==> src/design/ura_pkg.sv <==
// Constants and state type for the reset and interrupt priority block
package ura_pkg;
	localparam int PTR_W = 6;
	localparam logic [6:0] FIFO_DEPTH = 7'h40;
	localparam logic [2:0] TIMEOUT_CHARS = 3'h4;
	localparam logic [7:0] LCR_RST = 8'h1D;
	// Register indices
	localparam logic [4:0] A_HOLD = 5'h00;
	localparam logic [4:0] A_IER = 5'h01;
	localparam logic [4:0] A_IIR = 5'h02;
	localparam logic [4:0] A_LCR = 5'h03;
	localparam logic [4:0] A_MCR = 5'h04;
	localparam logic [4:0] A_LSR = 5'h05;
	localparam logic [4:0] A_MSR = 5'h06;
	localparam logic [4:0] A_SPR = 5'h07;
	localparam logic [4:0] A_TXLVL = 5'h08;
	localparam logic [4:0] A_RXLVL = 5'h09;
	localparam logic [4:0] A_IODIR = 5'h0A;
	localparam logic [4:0] A_IOSTATE = 5'h0B;
	localparam logic [4:0] A_IOIRQ = 5'h0C;
	localparam logic [4:0] A_IOCTL = 5'h0D;
	localparam logic [4:0] A_EXTRA = 5'h0E;
	localparam logic [4:0] A_EFR = 5'h0F;
	localparam logic [4:0] A_TCR = 5'h10;
	localparam logic [4:0] A_TLR = 5'h11;
	localparam logic [4:0] A_DLL = 5'h12;
	localparam logic [4:0] A_DLH = 5'h13;
	localparam logic [4:0] A_FLOW_ON_CHAR_A = 5'h14;
	localparam logic [4:0] A_FLOW_ON_CHAR_B = 5'h15;
	localparam logic [4:0] A_FLOW_OFF_CHAR_A = 5'h16;
	localparam logic [4:0] A_FLOW_OFF_CHAR_B = 5'h17;
	// Identification codes
	localparam logic [5:0] C_NONE = 6'h01;
	localparam logic [5:0] C_LINE = 6'h06;
	localparam logic [5:0] C_TMO = 6'h0C;
	localparam logic [5:0] C_RXD = 6'h04;
	localparam logic [5:0] C_THR = 6'h02;
	localparam logic [5:0] C_MDM = 6'h00;
	localparam logic [5:0] C_GPIO = 6'h30;
	localparam logic [5:0] C_XOFF = 6'h10;
	localparam logic [5:0] C_HS = 6'h20;
	// Field positions
	localparam int IER_RXD = 0;
	localparam int IER_THR = 1;
	localparam int IER_LINE = 2;
	localparam int IER_MDM = 3;
	localparam int IER_XOFF = 5;
	localparam int IER_RTS = 6;
	localparam int IER_CTS = 7;
	localparam int FCR_EN = 0;
	localparam int LCR_BRK = 6;
	localparam int MCR_RTS = 1;
	localparam int IOC_SWRST = 3;
	localparam int LSR_DR = 0;
	localparam int LSR_OE = 1;
	localparam int LSR_THRE = 5;
	localparam int LSR_TEMT = 6;
	localparam int LSR_ERR = 7;
	localparam int E_PE = 8;
	localparam int E_FE = 9;
	localparam int E_BI = 10;
	// Selectable trigger levels, indexed by the two select bits
	localparam logic [3:0][6:0] RX_TRIGS = {7'h3C, 7'h38, 7'h10, 7'h08};
	localparam logic [3:0][6:0] TX_TRIGS = {7'h38, 7'h20, 7'h10, 7'h08};

	typedef struct packed {
		logic prst1;
		logic prst2;
		logic [3:0] msync1;
		logic [3:0] msync2;
		logic [3:0] mprev;
		logic [7:0] gsync1;
		logic [7:0] gsync2;
		logic [7:0] gprev;
		logic rts_prev;
		logic [7:0] irq_enable_reg;
		logic [7:0] fifo_ctrl_reg;
		logic [7:0] line_format_reg;
		logic [7:0] modem_ctrl_reg;
		logic [7:0] enhanced_feature_reg;
		logic [7:0] flow_threshold_reg;
		logic [7:0] trigger_level_reg;
		logic [7:0] iodir;
		logic [7:0] ioirq;
		logic [7:0] ioctl;
		logic [7:0] extra;
		logic [7:0] ioout;
		logic [7:0] dll;
		logic [7:0] divisor_high;
		logic [7:0] scratch_reg;
		logic [3:0][7:0] fchar;
		logic [3:0] msr_chg;
		logic [7:0] gpio_chg;
		logic ovr;
		logic xoff;
		logic spec;
		logic hs;
		logic [63:0][10:0] rx_mem;
		logic [PTR_W-1:0] rx_wp;
		logic [PTR_W-1:0] rx_rp;
		logic [6:0] rx_cnt;
		logic [6:0] err_cnt;
		logic [63:0][7:0] tx_mem;
		logic [PTR_W-1:0] tx_wp;
		logic [PTR_W-1:0] tx_rp;
		logic [6:0] tx_cnt;
		logic [2:0] to_cnt;
		logic to_flag;
		logic [7:0] rdata;
	} ura_state_s;
endpackage

==> src/design/ura_core.sv <==
// Reset handling, register file and interrupt priority of the UART bridge
`timescale 1ns/1ps
`default_nettype none
module ura_core (
	input wire logic clock,
	input wire logic nrst,
	input wire logic reset_pin_n,
	input wire logic [4:0] addr,
	input wire logic [7:0] wdata,
	input wire logic wr,
	input wire logic rd,
	output logic [7:0] rdata,
	input wire logic rx_valid,
	input wire logic [7:0] rx_data,
	input wire logic rx_parity,
	input wire logic rx_framing,
	input wire logic rx_break,
	input wire logic rx_overrun,
	input wire logic rx_stop_mid,
	input wire logic char_tick,
	input wire logic xoff_seen,
	input wire logic xon_seen,
	input wire logic special_seen,
	output logic tx_valid,
	output logic [7:0] tx_data,
	input wire logic tx_take,
	input wire logic tx_shift_idle,
	input wire logic tx_serial,
	output logic tx_pin,
	output logic rts_n,
	input wire logic cts_n,
	input wire logic dsr_n,
	input wire logic ri_n,
	input wire logic cd_n,
	input wire logic [7:0] gpio_in,
	output logic [7:0] gpio_out,
	output logic [7:0] gpio_oe_n,
	output logic irq_out,
	output logic irq_oe_n,
	output logic uart_reset,
	output logic [15:0] divisor,
	output logic [7:0] line_format,
	output logic [7:0] enhanced_feature,
	output logic [31:0] flow_chars
);
	import ura_pkg::*;

	ura_state_s q;
	ura_state_s n;
	logic rst_any;
	logic [7:0] src;
	logic [5:0] code;
	logic [7:0] iir_val;
	logic [7:0] lsr_val;
	logic [7:0] msr_val;
	logic [6:0] rx_trig;
	logic [6:0] tx_trig;
	logic [6:0] tx_space;
	logic [10:0] rx_head;
	logic rx_below;

	function automatic logic [6:0] trig_sel(input logic [1:0] sel, input logic [3:0] tl,
		input logic [3:0][6:0] tbl);
		trig_sel = (tl != 4'h0) ? {1'b0, tl, 2'b00} : tbl[sel];
	endfunction

	function automatic logic [5:0] prio(input logic [7:0] s);
		if (s[0]) prio = C_LINE;
		else if (s[1]) prio = C_TMO;
		else if (s[2]) prio = C_RXD;
		else if (s[3]) prio = C_THR;
		else if (s[4]) prio = C_MDM;
		else if (s[5]) prio = C_GPIO;
		else if (s[6]) prio = C_XOFF;
		else if (s[7]) prio = C_HS;
		else prio = C_NONE;
	endfunction

	// All three sources share one path
	assign rst_any = !nrst || q.prst2 || q.ioctl[IOC_SWRST];
	assign uart_reset = rst_any;
	assign rx_head = q.rx_mem[q.rx_rp];
	assign tx_space = FIFO_DEPTH - q.tx_cnt;
	assign rx_trig = q.fifo_ctrl_reg[FCR_EN] ? trig_sel(q.fifo_ctrl_reg[7:6], q.trigger_level_reg[7:4], RX_TRIGS) : 7'h01;
	assign tx_trig = trig_sel(q.fifo_ctrl_reg[5:4], q.trigger_level_reg[3:0], TX_TRIGS);
	assign rx_below = q.rx_cnt < rx_trig;

	assign lsr_val[LSR_DR] = q.rx_cnt != 7'h00;
	assign lsr_val[LSR_OE] = q.ovr;
	assign lsr_val[4:2] = (q.rx_cnt != 7'h00) ? rx_head[E_BI:E_PE] : 3'h0;
	assign lsr_val[LSR_THRE] = q.tx_cnt == 7'h00;
	assign lsr_val[LSR_TEMT] = (q.tx_cnt == 7'h00) && tx_shift_idle;
	assign lsr_val[LSR_ERR] = q.err_cnt != 7'h00;
	assign msr_val = {~q.msync2, q.msr_chg};

	// Source vector, index 0 is the highest priority
	assign src[0] = q.irq_enable_reg[IER_LINE] && (lsr_val[LSR_ERR] || q.ovr);
	assign src[1] = q.irq_enable_reg[IER_RXD] && q.to_flag && rx_below && lsr_val[LSR_DR];
	assign src[2] = q.irq_enable_reg[IER_RXD] && !rx_below;
	assign src[3] = q.irq_enable_reg[IER_THR] && (q.fifo_ctrl_reg[FCR_EN] ? tx_space >= tx_trig
		: q.tx_cnt == 7'h00);
	assign src[4] = q.irq_enable_reg[IER_MDM] && (q.msr_chg != 4'h0);
	assign src[5] = q.gpio_chg != 8'h00;
	assign src[6] = q.irq_enable_reg[IER_XOFF] && (q.xoff || q.spec);
	assign src[7] = q.hs;
	assign code = prio(src);
	assign iir_val = {q.fifo_ctrl_reg[FCR_EN], q.fifo_ctrl_reg[FCR_EN], code};

	// Open drain: enable low pulls the line low
	assign irq_out = 1'b0;
	assign irq_oe_n = !(|src) || rst_any;
	assign tx_pin = rst_any || (tx_serial && !q.line_format_reg[LCR_BRK]);
	assign rts_n = !q.modem_ctrl_reg[MCR_RTS];
	assign gpio_oe_n = ~q.iodir;
	assign gpio_out = q.ioout;
	assign rdata = q.rdata;
	assign tx_valid = q.tx_cnt != 7'h00;
	assign tx_data = q.tx_mem[q.tx_rp];
	assign divisor = {q.divisor_high, q.dll};
	assign line_format = q.line_format_reg;
	assign enhanced_feature = q.enhanced_feature_reg;
	assign flow_chars = q.fchar;

	always_comb begin
		ura_state_s k;
		logic rd_iir;
		logic rx_push;
		logic rx_pop;
		logic tx_push;
		logic tx_pop;
		logic rx_err;
		k = '0;
		rd_iir = rd && addr == A_IIR;
		rx_push = rx_valid && q.rx_cnt != FIFO_DEPTH;
		rx_pop = rd && addr == A_HOLD && q.rx_cnt != 7'h00;
		tx_push = wr && addr == A_HOLD && q.tx_cnt != FIFO_DEPTH;
		tx_pop = tx_take && q.tx_cnt != 7'h00;
		rx_err = rx_parity || rx_framing || rx_break;
		n = q;
		n.rdata = 8'h00;
		n.prst1 = !reset_pin_n;
		n.prst2 = q.prst1;
		n.msync1 = {cd_n, ri_n, dsr_n, cts_n};
		n.msync2 = q.msync1;
		n.mprev = q.msync2;
		n.gsync1 = gpio_in;
		n.gsync2 = q.gsync1;
		n.gprev = q.gsync2;
		n.rts_prev = rts_n;
		// Sticky flags: the set term wins over a clear in the same cycle
		n.msr_chg = ((rd && addr == A_MSR) ? 4'h0 : q.msr_chg)
			| (q.msync2 ^ q.mprev);
		n.gpio_chg = ((rd && addr == A_IOSTATE) ? 8'h00 : q.gpio_chg)
			| ((q.gsync2 ^ q.gprev) & q.ioirq & ~q.iodir);
		n.ovr = (q.ovr && !(rd && addr == A_LSR)) || rx_overrun
			|| (rx_valid && !rx_push);
		n.xoff = (q.xoff && !xon_seen) || xoff_seen;
		n.spec = (q.spec && !rd_iir) || special_seen;
		n.hs = (q.hs && !rd_iir)
			|| (q.irq_enable_reg[IER_CTS] && q.msync2[0] && !q.mprev[0])
			|| (q.irq_enable_reg[IER_RTS] && rts_n && !q.rts_prev);
		if (wr) begin
			case (addr)
				A_IER: n.irq_enable_reg = wdata;
				A_IIR: n.fifo_ctrl_reg = wdata;
				A_LCR: n.line_format_reg = wdata;
				A_MCR: n.modem_ctrl_reg = wdata;
				A_SPR: n.scratch_reg = wdata;
				A_IODIR: n.iodir = wdata;
				A_IOSTATE: n.ioout = wdata;
				A_IOIRQ: n.ioirq = wdata;
				A_IOCTL: n.ioctl = wdata;
				A_EXTRA: n.extra = wdata;
				A_EFR: n.enhanced_feature_reg = wdata;
				A_TCR: n.flow_threshold_reg = wdata;
				A_TLR: n.trigger_level_reg = wdata;
				A_DLL: n.dll = wdata;
				A_DLH: n.divisor_high = wdata;
				A_FLOW_ON_CHAR_A: n.fchar[0] = wdata;
				A_FLOW_ON_CHAR_B: n.fchar[1] = wdata;
				A_FLOW_OFF_CHAR_A: n.fchar[2] = wdata;
				A_FLOW_OFF_CHAR_B: n.fchar[3] = wdata;
				default: n.irq_enable_reg = q.irq_enable_reg;
			endcase
		end
		if (rd) begin
			case (addr)
				A_HOLD: n.rdata = rx_head[7:0];
				A_IER: n.rdata = q.irq_enable_reg;
				A_IIR: n.rdata = iir_val;
				A_LCR: n.rdata = q.line_format_reg;
				A_MCR: n.rdata = q.modem_ctrl_reg;
				A_LSR: n.rdata = lsr_val;
				A_MSR: n.rdata = msr_val;
				A_SPR: n.rdata = q.scratch_reg;
				A_TXLVL: n.rdata = {1'b0, tx_space};
				A_RXLVL: n.rdata = {1'b0, q.rx_cnt};
				A_IODIR: n.rdata = q.iodir;
				A_IOSTATE: n.rdata = (q.gsync2 & ~q.iodir) | (q.ioout & q.iodir);
				A_IOIRQ: n.rdata = q.ioirq;
				A_IOCTL: n.rdata = q.ioctl;
				A_EXTRA: n.rdata = q.extra;
				A_EFR: n.rdata = q.enhanced_feature_reg;
				A_TCR: n.rdata = q.flow_threshold_reg;
				A_TLR: n.rdata = q.trigger_level_reg;
				A_DLL: n.rdata = q.dll;
				A_DLH: n.rdata = q.divisor_high;
				A_FLOW_ON_CHAR_A: n.rdata = q.fchar[0];
				A_FLOW_ON_CHAR_B: n.rdata = q.fchar[1];
				A_FLOW_OFF_CHAR_A: n.rdata = q.fchar[2];
				A_FLOW_OFF_CHAR_B: n.rdata = q.fchar[3];
				default: n.rdata = 8'h00;
			endcase
		end
		// Receive FIFO with per-entry error bits and error count
		if (rx_push) begin
			n.rx_mem[q.rx_wp] = {rx_break, rx_framing, rx_parity, rx_data};
			n.rx_wp = q.rx_wp + 6'h01;
		end
		if (rx_pop) begin
			n.rx_rp = q.rx_rp + 6'h01;
		end
		n.rx_cnt = q.rx_cnt + {6'h00, rx_push} - {6'h00, rx_pop};
		n.err_cnt = q.err_cnt + {6'h00, rx_push && rx_err}
			- {6'h00, rx_pop && (rx_head[E_BI:E_PE] != 3'h0)};
		// Transmit FIFO; a write while full is dropped
		if (tx_push) begin
			n.tx_mem[q.tx_wp] = wdata;
			n.tx_wp = q.tx_wp + 6'h01;
		end
		if (tx_pop) begin
			n.tx_rp = q.tx_rp + 6'h01;
		end
		n.tx_cnt = q.tx_cnt + {6'h00, tx_push} - {6'h00, tx_pop};
		// Character-time counter for stale receive data
		if (rx_stop_mid || rx_pop || q.rx_cnt == 7'h00) begin
			n.to_cnt = 3'h0;
			n.to_flag = 1'b0;
		end else if (char_tick && !q.to_flag) begin
			n.to_cnt = q.to_cnt + 3'h1;
			n.to_flag = (q.to_cnt + 3'h1) == TIMEOUT_CHARS;
		end
		if (rst_any) begin
			k = n;
			n = '0;
			n.line_format_reg = LCR_RST;
			n.dll = k.dll;
			n.divisor_high = k.divisor_high;
			n.scratch_reg = k.scratch_reg;
			n.fchar = k.fchar;
			if (nrst) begin
				n.prst1 = k.prst1;
				n.prst2 = k.prst2;
				n.msync1 = k.msync1;
				n.msync2 = k.msync2;
				n.mprev = k.msync2;
				n.gsync1 = k.gsync1;
				n.gsync2 = k.gsync2;
				n.gprev = k.gsync2;
				n.rts_prev = 1'b1;
			end else begin
				// Active-low modem pins idle high: no false change after release
				n.msync1 = '1;
				n.msync2 = '1;
				n.mprev = '1;
				n.rts_prev = 1'b1;
			end
		end
	end

	always_ff @(posedge clock) begin
		q <= n;
	end
endmodule
`default_nettype wire

==> config.mk <==
export PLATFORM = sky130hd
export DESIGN_NAME = ura_core
export DESIGN_NICKNAME = d
export VERILOG_FILES = /design/src/design/ura_pkg.sv /design/src/design/ura_core.sv
export SDC_FILE = /design/constraint.sdc
export NUM_CORES = 2
export LEC_CHECK = 0
export BUFFER_PORTS_ARGS = -buffer_cell sky130_fd_sc_hd__buf_4
export CAP_MARGIN = 20
export CORE_MARGIN = 2
export CORE_UTILIZATION = 50
export CTS_CLUSTER_SIZE = 10
export DETAILED_ROUTE_END_ITERATION = 10
export PLACE_DENSITY = 0.7
export RECOVER_POWER = 100
export SKIP_LAST_GASP = 1
export SLEW_MARGIN = 10
export SYNTH_ARGS = -nofsm -noshare
export SYNTH_HDL_FRONTEND = slang
export SYNTH_SLANG_ARGS = --single-unit
==> constraint.sdc <==
create_clock -name clock -period 4.7 [get_ports clock]
set_clock_uncertainty 0.15 [all_clocks]
set_input_delay 0.235 -clock clock [delete_from_list [all_inputs] [get_ports clock]]
set_output_delay 0.235 -clock clock [all_outputs]
set_load 0.005 [all_outputs]
Word level (Yosys, flattened, before mapping)
Index checks and enable logic that the tools add are counted.
{"block": "classes", "addsub": 12, "order_cmp": 10, "eq_ne": 26, "n_mux": 61, "bitwise_logic": 12, "reduce_logical": 89}
{"op": "$mux W1480", "n": 1}
{"op": "$mux W710", "n": 1}
{"op": "$bwmux W704", "n": 1}
{"op": "$mux W518", "n": 1}
{"op": "$bwmux W512", "n": 1}
{"op": "$pmux W8 S24", "n": 1}
{"op": "$mux W8", "n": 23}
{"op": "$mux W152", "n": 1}
{"op": "$bmux W11 S6", "n": 1}
{"op": "$demux W11 S6", "n": 1}
{"op": "$mux W6", "n": 10}
{"op": "$bmux W8 S6", "n": 1}
{"op": "$demux W8 S6", "n": 1}
{"op": "$eq A5 B4 Y1 const B", "n": 8}
{"op": "$eq A5 B5 Y1 const B", "n": 8}
{"op": "$mux W7", "n": 5}
{"op": "$logic_and A1 B1 Y1", "n": 34}
{"op": "$and A8 B8 Y8", "n": 4}
{"op": "$bmux W7 S2", "n": 2}
{"op": "$lt A6 B7 Y1 const B", "n": 4}
{"op": "$add A6 B1 Y6 const B", "n": 4}
{"op": "$mux W24", "n": 1}
{"op": "$reduce_and A2 Y1", "n": 12}
{"op": "$mux W11", "n": 2}
{"op": "other kinds (35)", "n": 82}
{"block": "totals", "ff_bits": 1480, "in_bits": 51, "output_inout_bits": 102, "word_cells": 382}

Longest topological paths before layout
{"block": "depth", "word_depth": 13, "mapped_depth": 23, "mapped_depth_nobuf": 19}

Least setup slack after synthesis
No wires, ideal clock.
{"block": "synth_path", "path_kind": "register -> register", "start": "register q[557] (netlist bit)", "end": "register q[549] (netlist bit)", "arrival_time_ps": 3872, "required_ps": 4480, "setup_slack_ps": 607, "path_stages_with_launch": 23, "path_buffers": 3, "period_less_slack_ps": 4093, "path_cell_list": "dfxtp_1 > buf_4 > buf_6 > buf_2 > mux4_2 > mux2i_1 > nor3_1 > a311oi_1 > nand4_1 > o22ai_1 > a21oi_1 > ha_1 > inv_1 > ha_1 > inv_1 > fa_1 > inv_1 > a21oi_1 > nor2_1 > o21ai_0 > a21oi_1 > or3_1 > a21oi_1"}
{"block": "synth_between", "elab_chain_cells": 5}
{"element": "start: declaration", "line_no": "ura_core.sv:48", "rtl": "ura_state_s q;"}
{"element": "start signal: assignment", "line_no": "ura_core.sv:272", "rtl": "q <= n;"}
{"element": "$bmux W11 S6", "line_no": "ura_core.sv:82", "rtl": "assign rx_head = q.rx_mem[q.rx_rp];"}
{"element": "$mux W11 (not written as such)", "line_no": "ura_core.sv:82"}
{"element": "$reduce_bool A3 Y1", "line_no": "ura_core.sv:225", "rtl": "- {6'h00, rx_pop && (rx_head[E_BI:E_PE] != 3'h0)};"}
{"element": "$logic_and A1 B1 Y1", "line_no": "ura_core.sv:225"}
{"element": "$sub A7 B1 Y7", "line_no": "ura_core.sv:225"}
Every way passes these cells. The select of a mux whose other input is x is not followed.
A chain may end at the register's enable or synchronous reset.

Worst setup path in the final report
{"block": "layout_path", "start": "input port wdata[1]", "end": "register q, in the netlist flow_chars[25], data pin"}
{"block": "layout_between", "elab_chain_cells": 3}
{"element": "start: declaration", "line_no": "ura_core.sv:9", "rtl": "input wire logic [7:0] wdata,"}
{"element": "$mux W8", "line_no": "ura_core.sv:163", "rtl": "case (addr)"}
{"element": "$mux W152", "line_no": "ura_core.sv:162", "rtl": "if (wr) begin"}
{"element": "$mux W1480", "line_no": "ura_core.sv:243", "rtl": "if (rst_any) begin"}
Every way passes these cells.

==> flow_metrics.py <==
metrics = {
    "global_routing": {
        "antenna_found_initial": 1,
        "grt-ovfl-total": 0,
        "grt_pass1_vias": 50390,
        "grt.total_usage_pct": 28.87,
        "grt_pass1_wl_um": 307400,
        "grt_max_degree": 155,
    },
    "flow_run": {
        "drv_cap": 15,
    },
    "cells_and_area": {
        "drive_gt1_share_pct": 13.23,
        "layout_commonest_cell": "dfxtp_1",
        "fin_cells": 8685,
        "num_antenna_cells": 0,
        "most-common-layout-cells": "1414 x dfxtp_1, 969 x nand2_1, 886 x a21oi_1",
        "final_area_um2": 72870,
        "fin_nets": 6978,
        "areaGrowthSynthToFinish_pct": 10.55,
        "fillerInstances": 11350,
        "fin_util_pct": 55.57,
    },
    "setup_path": {
        "critPathRequiredTime_ns": 4.73,
        "worstPathCellList": "dlygate4sd3_1 > clkbuf_1 > clkbuf_1",
        "r2r_slack_ns": 0.28,
        "worst-setup-path-type": "in2reg",
        "reg2regPathDepth": 11,
        "cp-end-kind": "flip-flop",
        "critical-path-max-stage-delay_ns": 2.17,
        "cp_max_fo": 42,
        "critPathBufInv": 3,
        "reg2reg_from": "q[553]",
        "crit_family": "buffers and inverters",
        "crit_slowest_cell": "clkbuf_1",
        "critPathMostFrequentCell": "clkbuf_1",
        "critPathLaunchType": "input pin",
        "arrival_ns": 4.64,
    },
    "outcome": {
        "violations": "capacitance limit, slew limit",
        "status": "complete, but fails checks",
    },
    "place": {
        "io_buffer_count": 151,
        "dp_slack_ns": 0.3083,
        "hpwl_um": 122900,
        "gp_congestion": 0.9832,
        "place_inst": 8381,
        "dpl-instance-area_um2": 67620,
    },
    "route": {
        "vias": 53840,
        "dr.pass1.iters": 9,
        "drc": 0,
        "drt_wl_total_um": 200400,
        "vias_per_cell": 6.199,
        "drtIter0Drc": 6902,
        "drt-wirelength-per-cell_um": 23.07,
        "ant_nets": 0,
    },
    "timing": {
        "drv_slew": 1244,
        "fin_ws_ns": 0.08507,
        "grt_setup_unrepaired": "false",
        "max_slew_margin_pct": -95.43,
        "setup_violations": 0,
        "clock.fmax_mhz": 216.7,
        "hold_slack_ns": 0.1558,
        "worstMarginPinSlew_ns": 2.931,
        "tns_ns": 0,
        "post-route-min-period_ns": 4.615,
        "hold_viol_final": 0,
        "fin_crit_sh_pct": 98.19,
    },
    "floorplan": {
        "io_pins": 153,
        "fp.dieW_um": 367.1,
        "die_y_um": 367.1,
        "start_util_pct": 50.27,
        "core-area_um2": 131100,
        "dieArea_um2": 134800,
        "rows": 133,
    },
    "yosys": {
        "ys_seq_area_share_pct": 45.71,
        "synth-seq-cells": 1477,
        "ys_async_sr_fraction_pct": 0,
        "yosys_warnings": 0,
        "syn_inst": 7051,
        "synthSimpleGateAreaFrac_pct": 16.17,
        "synth_compound_area_share_pct": 10.86,
        "synth_top_family_by_area": "multiplexers",
        "syn_area_um2": 65920,
        "synth_xor_area_share_pct": 0.6777,
        "synth-adder-area-share_pct": 0.9453,
        "synth_mux_area_share_pct": 20.02,
        "synth_edf_count": 56,
        "synth.distinct_cells": 79,
        "ys.flop_type": "dfxtp_1",
        "synth_nets": 7150,
        "syn_avg_cell_area_um2": 9.348,
    },
    "clock_network": {
        "cts_buffer_depth": 3,
        "clk_latency_ns": 0.83,
        "root_buffer": "clkbuf_16",
        "clock-sinks": 1477,
        "clk_pin_slew_ns": 0.06,
        "cts_tree": "built",
        "cts_made_buffers": 169,
        "cts_max_level": 4,
    },
    "pwr": {
        "ir_worst_vdd_mv": 0.2591,
        "power_mw": 27.35,
        "power.leakage_nw": 23.36,
        "powerDensity_nw_per_um2": 375.4,
    },
    "hold_path": {
        "hold_depth": 5,
        "min_to": "q[1275]",
        "hp-start": "xon_seen",
        "hold_class": "in2reg",
    },
}
cell families (layout without fill, tap and decap cells):
kind of cell    Yosys count  in the layout
xor+xnor                 51             51
mux                     885            885
other cells               1              1
flops                  1477           1477
fa+ha+maj                48             48
buf+inv                 826            705
simple gates           2436           2436
compound gates         1327           1327
how the worst max path moves through the flow:
| stage | slack [ns] | end | start | depth (start not counted) |
|---|---|---|---|---|
| final | 0.09 | flow_chars[25] | wdata[1] | 3 |
| after global routing | 0.03 | q[549] | q[558] | 20 |
| after CTS | 0.25 | irq_oe_n | q[1392] | 10 |
| after detailed placement | 0.31 | q[549] | q[557] | 19 |
| after global placement | 0.25 | q[549] | q[558] | 20 |
| after floorplan | 0.61 | q[549] | q[557] | 22 |
cell usage after synthesis (11+ instances only):
| cell | number | area, um2 |
|---|---|---|
| mux2_2 | 15 | 168.9 |
| edfxtp_1 | 56 | 1682 |
| a211oi_1 | 11 | 82.58 |
| inv_1 | 50 | 187.7 |
| and3_1 | 25 | 156.4 |
| dfxtp_1 | 1421 | 28450 |
| nand3_1 | 619 | 3098 |
| nand2b_1 | 11 | 68.82 |
| buf_4 | 96 | 720.7 |
| clkbuf_1 | 472 | 1772 |
| o221ai_1 | 12 | 105.1 |
| a32oi_1 | 18 | 157.7 |
| ha_1 | 45 | 563.0 |
| xnor2_1 | 20 | 175.2 |
| xor2_1 | 31 | 271.5 |
| nand4_1 | 19 | 118.9 |
| nor3b_1 | 12 | 90.09 |
| buf_1 | 74 | 277.8 |
| nor3_1 | 16 | 80.08 |
| nor2_1 | 623 | 2338 |
| mux2i_1 | 525 | 5255 |
| a22oi_1 | 62 | 465.5 |
| o21ai_0 | 125 | 625.6 |
| a31oi_1 | 15 | 93.84 |
| nand2_1 | 969 | 3637 |
| buf_2 | 113 | 565.5 |
| o21ai_1 | 137 | 685.7 |
| buf_6 | 14 | 157.7 |
| mux4_2 | 345 | 7770 |
| nor2b_1 | 12 | 75.07 |
| a21oi_1 | 886 | 4434 |
| and2_1 | 37 | 231.5 |
| nor2_2 | 22 | 137.6 |
where the power goes:
group,switching (mW),internal (mW),total [mW]
logic,1.65,0.918,2.57
registers,0.166,12.7,12.9
clock network,5.17,6.71,11.9
worst min-delay path, stage by stage:
cell and delay (ns):
buf_4 0.11, inv_1 0.05, a21oi_1 0.07, dlygate4sd3_1 0.55, nor2_1 0.08
per-layer routing:
metal / GRT usage [%] / vias up / wire length (um)
li1: - / 24270 / -
met1: 39.97 / 26490 / 82310
met2: 45.19 / 2652 / 92380
met3: 5.232 / 435 / 18090
met4: 10.53 / 0 / 7586
met5: 0 / - / 0
area by class of cell:
class	instances	area, um2	area share (%)
well taps	1755	2196	3.013
inverters	57	221.5	0.3039
repair buffers	426	3402	4.669
clock inverters	16	326.6	0.4481
clock buffers	206	4471	6.135
flip-flops and latches	1477	30150	41.37
multi-input cells	4748	32110	44.06
repair_timing:
item                       in CTS  in global routing
hold buffers                   73                  1
hold endpoints to repair      699                 35
gates resized for setup         0                  2
setup buffers                   0                  4
setup endpoints to repair       0                  1
Power figures use the tool's default switching activity.
